File: src/inc/fop_pkg.sv
// Shared constants for the offset-programming block of a deep 9-bit FIFO.
// Assumes both ends run on one clock; write and read edges are tick enables.
package fop_pkg;

	////////////////////////////////////////////////////////////////////////
	// Geometry
	localparam int           FIFO_DEPTH  = 16384;
	localparam int           WORD_W      = 9;
	localparam int           OFS_W       = 14;
	localparam int           SER_BITS    = 2 * OFS_W;
	localparam int           SER_IDX_W   = 5;

	////////////////////////////////////////////////////////////////////////
	// Offset defaults, chosen by the load-select level at master reset
	localparam logic [13:0]  OFS_DEF_PAR = 14'h007F;
	localparam logic [13:0]  OFS_DEF_SER = 14'h03FF;

	////////////////////////////////////////////////////////////////////////
	// Offset register pointer positions
	localparam logic [1:0]   PTR_E_LO    = 2'h0;
	localparam logic [1:0]   PTR_E_HI    = 2'h1;
	localparam logic [1:0]   PTR_F_LO    = 2'h2;
	localparam logic [1:0]   PTR_F_HI    = 2'h3;

	////////////////////////////////////////////////////////////////////////
	// Controller register map and field layout
	localparam logic [3:0]   ADDR_CMD    = 4'h0;
	localparam logic [3:0]   ADDR_STAT   = 4'h4;
	localparam logic [3:0]   ADDR_RDATA  = 4'h8;
	localparam int           CMD_POS     = 9;
	localparam int           TICK_DIV_DEF = 4;

	typedef enum logic [2:0]
	{
		CMD_NOP,
		CMD_MEMWR,
		CMD_MEMRD,
		CMD_OFSWR,
		CMD_OFSRD,
		CMD_SERBIT,
		CMD_MRST,
		CMD_PRST
	} fop_cmd_t;

endpackage : fop_pkg

File: src/inc/fop_link_if.sv
// Pin-level link between the FIFO offset logic and its controller.
// Assumes one shared clock; the controller owns the tick enables.
`timescale 1ns/1ps
interface fop_link_if
	import fop_pkg::*;
();
	logic              offset_program_select_n;
	logic              write_enable_n;
	logic              read_enable_n;
	logic              serial_offset_enable_n;
	logic              serialIn;
	logic [WORD_W-1:0] data_inputs;
	logic              wclkTick;
	logic              rclkTick;
	logic              master_reset_n;
	logic              partial_reset_n;
	logic [WORD_W-1:0] data_outputs;
	logic              output_ready_n;
	logic              input_ready_n;
	logic              half_full_flag_n;
	logic              almost_full_flag_n;
	logic              almost_empty_flag_n;

	modport device
	(
		input  offset_program_select_n, write_enable_n, read_enable_n, serial_offset_enable_n,
		input  serialIn, data_inputs, wclkTick, rclkTick, master_reset_n, partial_reset_n,
		output data_outputs, output_ready_n, input_ready_n, half_full_flag_n,
		output almost_full_flag_n, almost_empty_flag_n
	);

	modport controller
	(
		output offset_program_select_n, write_enable_n, read_enable_n, serial_offset_enable_n,
		output serialIn, data_inputs, wclkTick, rclkTick, master_reset_n, partial_reset_n,
		input  data_outputs, output_ready_n, input_ready_n, half_full_flag_n,
		input  almost_full_flag_n, almost_empty_flag_n
	);
endinterface : fop_link_if

File: src/hdl/fop_device.sv
// FIFO end: fill level, fall-through flags and the four offset registers.
// Assumes the controller shares ref_clk and marks write/read edges by ticks.
// Function
// Fall-through half, almost-full, input-ready, output-ready thresholds
// Empty offset defaults; almost-empty low through n+1
// Full offset defaults; almost-full against capacity minus m
// Load-select low, write low: parallel offset write
// Load-select low, read low: parallel offset read
// Serial enable low: one bit per write edge
// Programming method fixed only at master reset
// Serial bits run empty LSB to full MSB
// Full serial set before flags; no selective write
// Serial enable high blocks serial shifting
// Serial load pauses and resumes at next bit
// Flags valid two edges after load completes
// No serial read-back path
// Write pointer cycles four registers, then wraps
// Independent write and read offset pointers
// Master reset clears pointers, partial keeps them
// Parallel write pauses, resumes at next register
// Flag invalid until its offset word written
// Read pointer cycles four registers, then wraps
// Read-back pauses, resumes where it left
// Offset read overwrites the output word
// Read-back works in every method and mode
// Load-select level at master reset picks method, defaults
// Load-select high: memory write/read, else no-op
`timescale 1ns/1ps
module fop_device
	import fop_pkg::*;
#(
	parameter int DEPTH = FIFO_DEPTH
)(
	input  wire logic              ref_clk,
	input  wire logic              srst,
	fop_link_if.device             link,
	output      logic [15:0]       fillLevel,
	output      logic              serialMode
);

	localparam int              CNT_W = 16;
	localparam logic [CNT_W-1:0] CAP  = CNT_W'(DEPTH + 1);
	localparam logic [CNT_W-1:0] HALF = CNT_W'(DEPTH / 2 + 2);

	////////////////////////////////////////////////////////////////////////
	// Register part selection, shared by write and read paths
	function automatic logic [WORD_W-1:0] readPart(input logic [SER_BITS-1:0] v, input logic [1:0] p);
		logic [OFS_W-1:0] o;
		o = p[1] ? v[SER_BITS-1:OFS_W] : v[OFS_W-1:0];
		readPart = p[0] ? WORD_W'(o[OFS_W-1:WORD_W]) : o[WORD_W-1:0];
	endfunction : readPart

	function automatic logic [SER_BITS-1:0] writePart(input logic [SER_BITS-1:0] v, input logic [1:0] p,
		input logic [WORD_W-1:0] d);
		logic [OFS_W-1:0]    o;
		logic [SER_BITS-1:0] r;
		r = v;
		o = p[1] ? v[SER_BITS-1:OFS_W] : v[OFS_W-1:0];
		if (p[0])
		begin
			o[OFS_W-1:WORD_W] = d[OFS_W-WORD_W-1:0];
		end
		else
		begin
			o[WORD_W-1:0] = d;
		end
		if (p[1])
		begin
			r[SER_BITS-1:OFS_W] = o;
		end
		else
		begin
			r[OFS_W-1:0] = o;
		end
		writePart = r;
	endfunction : writePart

	////////////////////////////////////////////////////////////////////////
	// State
	logic [CNT_W-1:0]     count;
	logic [SER_BITS-1:0]  ofsAll;
	logic [SER_IDX_W-1:0] serIdx;
	logic [1:0]           wrPtr;
	logic [1:0]           rdPtr;
	logic [OFS_W-1:0]     aeAct;
	logic [OFS_W-1:0]     afAct;
	logic [1:0]           afPipe;
	logic [1:0]           aePipe;
	logic                 aeReq;

	////////////////////////////////////////////////////////////////////////
	// Control decode
	wire              ldLow      = ~link.offset_program_select_n;
	wire              wrLow      = ~link.write_enable_n;
	wire              rdLow      = ~link.read_enable_n;
	wire              senLow     = ~link.serial_offset_enable_n;
	wire              masterRst  = srst | ~link.master_reset_n;
	wire              anyRst     = masterRst | ~link.partial_reset_n;
	wire [OFS_W-1:0]  strapOfs   = link.offset_program_select_n ? OFS_DEF_SER : OFS_DEF_PAR;
	wire [OFS_W-1:0]  rstOfs     = srst ? OFS_DEF_PAR : strapOfs;
	wire              parWr      = ldLow & wrLow & ~rdLow & ~senLow & ~serialMode & link.wclkTick;
	// Serial enable high or load-select high leaves the bit index parked
	wire              serWr      = ldLow & ~wrLow & ~rdLow & senLow & serialMode & link.wclkTick;
	// Read-back is open in either method; no serial read decode exists
	wire              parRd      = ldLow & ~wrLow & rdLow & ~senLow & link.rclkTick;
	wire              memWr      = ~ldLow & wrLow & link.wclkTick & (count != CAP);
	wire              memRd      = ~ldLow & rdLow & link.rclkTick & (count != '0);
	wire              serLast    = serWr & (serIdx == SER_IDX_W'(SER_BITS - 1));
	wire              aeDone     = serLast | (parWr & (wrPtr == PTR_E_HI));
	wire              afDone     = serLast | (parWr & (wrPtr == PTR_F_HI));
	wire [CNT_W-1:0]  next_count = anyRst ? '0 : count + CNT_W'(memWr) - CNT_W'(memRd);
	wire [SER_BITS-1:0] next_ofsAll = parWr ? writePart(ofsAll, wrPtr, link.data_inputs) : ofsAll;
	wire [CNT_W-1:0]  aeLimit    = CNT_W'(aeAct) + CNT_W'(1);
	wire [CNT_W-1:0]  afLimit    = CAP - CNT_W'(afAct);

	////////////////////////////////////////////////////////////////////////
	// Fill level
	always_ff @(posedge ref_clk)
	begin
		count <= next_count;
	end

	////////////////////////////////////////////////////////////////////////
	// Method strap; only master reset may change it
	always_ff @(posedge ref_clk)
	begin
		if (masterRst)
		begin
			serialMode <= ~srst & link.offset_program_select_n;
		end
	end

	////////////////////////////////////////////////////////////////////////
	// Offset registers
	always_ff @(posedge ref_clk)
	begin
		if (masterRst)
		begin
			ofsAll <= {rstOfs, rstOfs};
		end
		else if (serWr)
		begin
			ofsAll[serIdx] <= link.serialIn;
		end
		else
		begin
			ofsAll <= next_ofsAll;
		end
	end

	////////////////////////////////////////////////////////////////////////
	// Pointers; partial reset deliberately leaves them alone
	always_ff @(posedge ref_clk)
	begin
		if (masterRst)
		begin
			wrPtr  <= PTR_E_LO;
			rdPtr  <= PTR_E_LO;
			serIdx <= '0;
		end
		else
		begin
			if (parWr)
			begin
				wrPtr <= wrPtr + 2'h1;
			end
			if (parRd)
			begin
				rdPtr <= rdPtr + 2'h1;
			end
			if (serWr)
			begin
				serIdx <= serLast ? '0 : serIdx + SER_IDX_W'(1);
			end
		end
	end

	////////////////////////////////////////////////////////////////////////
	// Active thresholds follow a completed load two edges later
	always_ff @(posedge ref_clk)
	begin
		if (masterRst)
		begin
			aeAct  <= rstOfs;
			afAct  <= rstOfs;
			afPipe <= 2'h0;
			aePipe <= 2'h0;
			aeReq  <= 1'b0;
		end
		else
		begin
			if (link.wclkTick)
			begin
				afPipe <= {afPipe[0], afDone};
				if (afPipe[1])
				begin
					afAct <= ofsAll[SER_BITS-1:OFS_W];
				end
			end
			// A load finishing on a write tick waits for the read side
			if (aeDone)
			begin
				aeReq <= 1'b1;
			end
			else if (link.rclkTick)
			begin
				aeReq <= 1'b0;
			end
			if (link.rclkTick)
			begin
				aePipe <= {aePipe[0], aeReq | aeDone};
				if (aePipe[1])
				begin
					aeAct <= ofsAll[OFS_W-1:0];
				end
			end
		end
	end

	////////////////////////////////////////////////////////////////////////
	// Registered flags and output word
	always_ff @(posedge ref_clk)
	begin
		fillLevel                <= next_count;
		link.output_ready_n      <= (next_count == '0);
		link.input_ready_n       <= (next_count == CAP);
		link.half_full_flag_n    <= (next_count < HALF);
		link.almost_full_flag_n  <= (next_count < afLimit);
		link.almost_empty_flag_n <= (next_count > aeLimit);
	end

	// No memory array here: a memory read leaves the output word as it was
	always_ff @(posedge ref_clk)
	begin
		if (anyRst)
		begin
			link.data_outputs <= '0;
		end
		else if (parRd)
		begin
			link.data_outputs <= readPart(ofsAll, rdPtr);
		end
	end

endmodule : fop_device

File: src/flat_wrapper.sv
// flat-port wrapper written by rule: the top's interface ports become plain ports
module fop_device_flat import fop_pkg::*;
#(
	parameter int DEPTH = FIFO_DEPTH
)
  (ref_clk, srst, fillLevel, serialMode, link_offset_program_select_n, link_write_enable_n, link_read_enable_n, link_serial_offset_enable_n, link_serialIn, link_data_inputs, link_wclkTick, link_rclkTick, link_master_reset_n, link_partial_reset_n, link_data_outputs, link_output_ready_n, link_input_ready_n, link_half_full_flag_n, link_almost_full_flag_n, link_almost_empty_flag_n);
  fop_link_if link_i ();
  input  wire logic ref_clk;
  input  wire logic srst;
  output      logic [15:0] fillLevel;
  output      logic serialMode;
  input wire logic [$bits(link_i.offset_program_select_n)-1:0] link_offset_program_select_n;
  input wire logic [$bits(link_i.write_enable_n)-1:0] link_write_enable_n;
  input wire logic [$bits(link_i.read_enable_n)-1:0] link_read_enable_n;
  input wire logic [$bits(link_i.serial_offset_enable_n)-1:0] link_serial_offset_enable_n;
  input wire logic [$bits(link_i.serialIn)-1:0] link_serialIn;
  input wire logic [$bits(link_i.data_inputs)-1:0] link_data_inputs;
  input wire logic [$bits(link_i.wclkTick)-1:0] link_wclkTick;
  input wire logic [$bits(link_i.rclkTick)-1:0] link_rclkTick;
  input wire logic [$bits(link_i.master_reset_n)-1:0] link_master_reset_n;
  input wire logic [$bits(link_i.partial_reset_n)-1:0] link_partial_reset_n;
  output wire logic [$bits(link_i.data_outputs)-1:0] link_data_outputs;
  output wire logic [$bits(link_i.output_ready_n)-1:0] link_output_ready_n;
  output wire logic [$bits(link_i.input_ready_n)-1:0] link_input_ready_n;
  output wire logic [$bits(link_i.half_full_flag_n)-1:0] link_half_full_flag_n;
  output wire logic [$bits(link_i.almost_full_flag_n)-1:0] link_almost_full_flag_n;
  output wire logic [$bits(link_i.almost_empty_flag_n)-1:0] link_almost_empty_flag_n;
  assign link_i.offset_program_select_n = link_offset_program_select_n;
  assign link_i.write_enable_n = link_write_enable_n;
  assign link_i.read_enable_n = link_read_enable_n;
  assign link_i.serial_offset_enable_n = link_serial_offset_enable_n;
  assign link_i.serialIn = link_serialIn;
  assign link_i.data_inputs = link_data_inputs;
  assign link_i.wclkTick = link_wclkTick;
  assign link_i.rclkTick = link_rclkTick;
  assign link_i.master_reset_n = link_master_reset_n;
  assign link_i.partial_reset_n = link_partial_reset_n;
  assign link_data_outputs = link_i.data_outputs;
  assign link_output_ready_n = link_i.output_ready_n;
  assign link_input_ready_n = link_i.input_ready_n;
  assign link_half_full_flag_n = link_i.half_full_flag_n;
  assign link_almost_full_flag_n = link_i.almost_full_flag_n;
  assign link_almost_empty_flag_n = link_i.almost_empty_flag_n;
  fop_device #(.DEPTH(DEPTH)) u_core (.ref_clk(ref_clk), .srst(srst), .link(link_i), .fillLevel(fillLevel), .serialMode(serialMode));
endmodule
File: config.mk
export PLATFORM = sky130hd
export DESIGN_NAME = fop_device_flat
export DESIGN_NICKNAME = d
export VERILOG_FILES = /design/src/inc/fop_pkg.sv /design/src/inc/fop_link_if.sv /design/src/hdl/fop_device.sv /design/src/flat_wrapper.sv
export SDC_FILE = /design/constraint.sdc
export NUM_CORES = 1
export LEC_CHECK = 0
export BUFFER_PORTS_ARGS = -buffer_cell sky130_fd_sc_hd__buf_2
export CORE_MARGIN = 2
export CORE_UTILIZATION = 25
export DETAILED_ROUTE_END_ITERATION = 16
export GPL_TIMING_DRIVEN = 0
export PLACE_DENSITY = 0.41
export SYNTH_ARGS = -nofsm -noshare
export SYNTH_HDL_FRONTEND = slang
export SYNTH_SLANG_ARGS = --single-unit
File: constraint.sdc
create_clock -name ref_clk -period 8 [get_ports ref_clk]
set_input_delay 2.4 -clock ref_clk [delete_from_list [all_inputs] [get_ports ref_clk]]
set_output_delay 2.4 -clock ref_clk [all_outputs]
set_load 0.03 [all_outputs]
* Word level (Yosys, flattened, before mapping) *
Index checks and enable logic that the tools add are counted.

storage, ports and cells
  input bits = 20
  flip-flop bits (word level) = 101
  word-level logic and storage cells = 111
  output and inout bits = 31

cells by class
  bitwise gates (word level) = 36
  add/sub/neg operators = 7
  equality and inequality tests = 6
  muxes and demuxes = 25
  reduce and logical (&&, ||, !) cells = 14
  order comparisons = 5

operator list
  operator                count
  $mux 14                 11
  $mux 28                 3
  $bwmux 28               1
  $and 1x1->1             23
  $mux 9                  2
  $add 16x1->16           1
  $eq 16x15->1 const B    1
  $gt 16x16->1            1
  $logic_not 16->1        1
  $lt 16x14->1 const B    1
  $lt 16x16->1            1
  $mux 16                 1
  $ne 16x15->1 const B    1
  $reduce_bool 16->1      1
  $sub 15x14->16 const A  1
  $sub 16x1->16           1
  $add 14x1->15 const B   1
  $mux 10                 1
  $mux 5                  2
  $reduce_bool 2->1       5
  $not 1->1               8
  $reduce_and 2->1        4
  $lt 5x6->1 const B      1
  $reduce_bool 3->1       2
  other kinds (11)        18

* Longest topological paths before layout *
  word-level depth = 9
  depth in mapped cells = 22
  mapped depth without buffers = 22

* Worst setup path before layout *
OpenSTA, ideal clock, no wires.

  path kind = input to register
  start point = input port link_rclkTick
  end point = register u_core.link.almost_empty_flag_n
  required time = 7.877 ns
  path slack = 1.783 ns
  arrival time = 6.094 ns
  library setup time = 0.123 ns
  stages = 19
  path through = nor2b_1 -> nand2_1 -> a31oi_1 -> ha_1 -> inv_1 -> ha_1 -> fa_1 -> a21oi_1 -> o221a_4 -> o211ai_1 -> a31o_2 -> a31oi_1 -> mux2i_1 -> ha_1 -> nand4_1 -> or4_1 -> o21ai_0 -> a21oi_1 -> or2_2

between the ends
  longest elaborated chain between the ends = 5

ends and longest elaborated chain
  element                    RTL line            RTL
  start, declared            flat_wrapper.sv:19  input wire logic [$bits(link_i.rclkTick)-1:0] link_rclkTick;
  $and 1x1->1 (2 in series)  fop_device.sv:107   wire memRd = ~ldLow & rdLow & link.rclkTick & (count != '0);
  $sub 16x1->16              fop_device.sv:111   wire [CNT_W-1:0] next_count = anyRst ? '0 : count + CNT_W'(memWr) - CNT_W'(memRd);
  $mux 16                    fop_device.sv:111
  net u_core.next_count[14]  fop_device.sv:111
  $gt 16x16->1               fop_device.sv:229   link.almost_empty_flag_n <= (next_count > aeLimit);
  end signal, assigned       fop_device.sv:229
  end, declared              fop_link_if.sv:29   output almost_full_flag_n, almost_empty_flag_n

The timed path passes the listed nets, and every way through them passes these cells.
A chain may end at the register's enable or synchronous reset.

* Final worst setup path *
Ends and elaborated chain as after synthesis.

==> impl_results.md <==
* Cells taking the most area after synthesis: edfxtp_1 25%, dfxtp_1 13%, ha_1 11%, mux2i_1 7.6%, nand2_1 3.9%
* Setup Viol. Count Final at 0
* Critical Path Sink Type: flip-flop
* Async set-reset flop share out of synthesis at 0
* Start point of the worst hold path: u_core.aeReq$_SDFFE_PP0P_
* Mean instance size in the synthesized netlist at just over 9 µm²
* Post-Synthesis Cell Area at around 0.0067 mm²
* Main flop type after synthesis: edfxtp_1
* I/O Buffers at slightly below 50
* Largest fanout on the critical path at 6
* Type of the setup path with the least slack: primary input to flip-flop
* Outcome: finished clean
* Total global routing track utilization at 0.144
* Clock latency reported for the late side of the worst-skew pair at approximately 0.36 ns
* Type of the tightest min-delay check: flip-flop to flip-flop
* Cell repeated most along the worst path: ha_1
* DRT Wirelength at approximately 20000 µm
* Routability-driven placement congestion ratio at just over 0.8
* DRC viols at 0
* Pins Over Slew Limit at 0
* Number of filler instances in the final layout at between 2000 and 3000
* Antenna Cells at 0
* Die Y at about 170 µm
* Synthesized Nets at ~810
* Warning count from the yosys run at 0
* FF+latch count, synth at roughly 100
* Post-synth top area share at 0.254
* Number of flops mapped to enable cells by yosys at 57
* Leakage at approximately 3.2 nW
* Chip Width at around 170 µm
* CTS tree: yes
* Critical R2R Launch: u_core.count[11]$_DFF_P_
* Placement-stage worst setup slack at between 0.8 and 0.9 ns
* Vias in the first global route at between 5000 and 6000
* Site row count at 60
* CP cell instances: buf_2, nor2b_1, nand2_1, a31oi_1, ha_1, inv_1, ha_1, fa_1, a21oi_1, o221a_4, o211ai_1, a31o_2, a31oi_1, mux2i_1, ha_1, nand4_1, or4_1, o21ai_0, a21oi_1, or2_2
* Largest net degree at the start of global routing at 19
* Number of vias after detailed routing at around 5300
* Transition time of the tightest slew-check pin at approximately 0.90 ns
* Congestion Overflow GR at 0
* Area grow syn2layout at 14.2%
* Netlist cell types at between 60 and 70
* Clock tree skew after final layout at between 0.01 and 0.015 ns
* Residual antenna-violating net count after detailed routing at 0
* Required arrival time at the worst endpoint at 8.24 ns
* CTS buffer count at 9
* DR WL/cell at 17.5 µm
* TNS Setup at 0 ns
* I/O pin total at 51
* Clk buf depth at 2
* Placed Instances at between 1000 and 1500
* Worst setup path startpoint: link_rclkTick
* Number of cells in the finished layout apart from fillers at between 1000 and 1500
* Placeable core region at roughly 0.027 mm²
* Vias per Instance at approximately 4.6
* Arrival time at the worst endpoint at roughly 7.0 ns
* First-pass GRT wire length at roughly 31000 µm
* Most instantiated library cell after synthesis: nand2_1
* Post-synth top cells: 70 x nand2_1, 67 x nor2_1, 61 x ha_1, 57 x edfxtp_1, 51 x mux2i_1
* Max-cap violations at 0
* R2R setup slack at 2.38 ns
* Sequential share of the synthesized area at 0.385
* F_max at around 0.15 GHz
* Die outline area at approximately 0.028 mm²
* Peak per-stage delay on the critical path at about 0.61 ns
* Number of instances in the synthesized netlist at roughly 730
* Number of levels the H-tree was split into at 3
* Setup slack after layout at ~1.2 ns
* Clock Root Buffer: clkbuf_16
* Largest area contributor in the synthesized netlist: edfxtp_1
* Startpoint Class: primary input
* CTS sink cnt at between 100 and 150
* Areal power density over the cells at roughly 260 mW/mm²
* Antenna violations before repair at 0
* First-iteration detailed-routing DRC count at about 220
* Count of nets after finishing at a little under 900
* Placed wire-length estimate at ~15000 µm
* Minimum period implied by the final worst setup slack at 6.79 ns
* Number of detailed-routing iterations run before antenna repair at 4
* Fraction of final layout cells sized beyond drive strength 1 at 0.110
* Initial core utilization at 0.252
* IR Drop Worst-Case VDD at 0.105 mV
* Unrepaired setup endpoints after global routing: false
* Final Hold Fails at 0
* Hold bufs inserted after CTS at 0
* Layout Utilization at 0.288
* Worst-path cell with the longest stage delay: mux2i_1
* Max-slew headroom at the worst pin at 0.399
* Clock-pin transition on the worst setup and hold timing paths at 0.08 ns
* Ratio of final minimum period to clock period at 0.848
* Count of instances resized after the clock tree is built at 0
* Post-CTS Setup Bufs at 0
## worst max-delay path: cells and delay by family
family                     cells  cell delay (ns)
muxes                          1             0.61
adders and majority gates      4             1.11
and+or+nand+nor                5             1.17
AOI/OAI and AO/OA              8             1.56
buffers and inverters          2             0.18
## layout by cell type, fill, tap and decap left out, types with 5 or more instances in the layout
cell type  instances
buf_2             50
inv_1             44
a211oi_1           7
o21ai_0           46
ha_1              61
xnor2_1           16
a31oi_1            9
and2_1            13
clkbuf_1          25
dfxtp_1           44
a21oi_1           49
nor2_1            67
xor2_1            19
clkbuf_16          9
nor3_1            11
edfxtp_1          57
nor2b_1           12
mux4_2             5
nand2b_1          21
nand4_1            9
nand2_1           70
a21o_1             9
mux2i_1           51
nand3_1           18
## sequential cells by signal (all words and copies together) (netlist names)
signal / flops
u_core.aeAct: 14
u_core.aePipe: 2
u_core.aeReq: 1
u_core.afAct: 14
u_core.afPipe: 2
u_core.count: 16
u_core.link.almost_empty_flag_n: 1
u_core.link.almost_full_flag_n: 1
u_core.link.data_outputs: 9
u_core.link.half_full_flag_n: 1
u_core.link.input_ready_n: 1
u_core.link.output_ready_n: 1
u_core.ofsAll: 28
u_core.rdPtr: 2
u_core.serIdx: 5
u_core.serialMode: 1
u_core.wrPtr: 2
## power breakdown
part / internal, mW / switching, mW / leakage (nW) / total (mW)
clock network: 0.216 / 0.225 / 0.139 / 0.441
logic: 0.372 / 0.516 / 2.13 / 0.888
registers: 0.598 / 0.0380 / 0.905 / 0.636
total: 1.19 / 0.779 / 3.17 / 1.97
## path summary, 6_finish.rpt
check / to / cells after the start
hold / removal: u_core.aePipe[0]$_SDFFE_PP0P_ / 2
setup / recovery: u_core.link.almost_empty_flag_n$_DFF_P_ / 20
hold reg to reg: u_core.aePipe[0]$_SDFFE_PP0P_ / 2
setup reg to reg: u_core.link.almost_empty_flag_n$_DFF_P_ / 21
## stage by stage
step / hold WS, ns / instance area [µm²] / power [mW]
after floorplan: 0.443 / 6730 / 1.31
after global placement: 0.453 / 7400 / 1.54
after detailed placement: 0.458 / 7400 / 1.54
after CTS: 0.469 / 7680 / 1.99
after global routing: 0.507 / 7680 / 2.11
final: 0.465 / 7680 / 1.97
## final cells by class
type	count	area [µm²]	area share
multi-input cells	549	3820	0.498
flip-flops and latches	101	2590	0.337
well taps	341	427	0.0555
repair buffers	49	245	0.0319
clock buffers	9	225	0.0293
inverters	44	165	0.0215
plain buffers	33	146	0.0191
clock inverters	7	57.6	0.00749
## layer usage
metal	routed length, µm	GRT usage	vias to the layer above
li1	-	-	2690
met1	9300	0.183	2463
met2	9640	0.252	89
met3	552	0.0247	20
met4	293	0.0367	0
met5	0	0	-
## kinds of logic (layout without fill, tap and decap cells)
| family | Yosys count | after routing | synth area share |
|---|---|---|---|
| AND/OR/NAND/NOR | 253 | 253 | 0.186 |
| AO/OA/AOI/OAI | 143 | 143 | 0.127 |
| flip-flops | 101 | 101 | 0.385 |
| buffers and inverters | 77 | 142 | 0.0463 |
| adder cells (fa/ha/maj) | 62 | 62 | 0.116 |
| multiplexers | 56 | 56 | 0.0926 |
| XOR/XNOR | 35 | 35 | 0.0456 |
No activity file was read; power rests on OpenSTA's default activity.
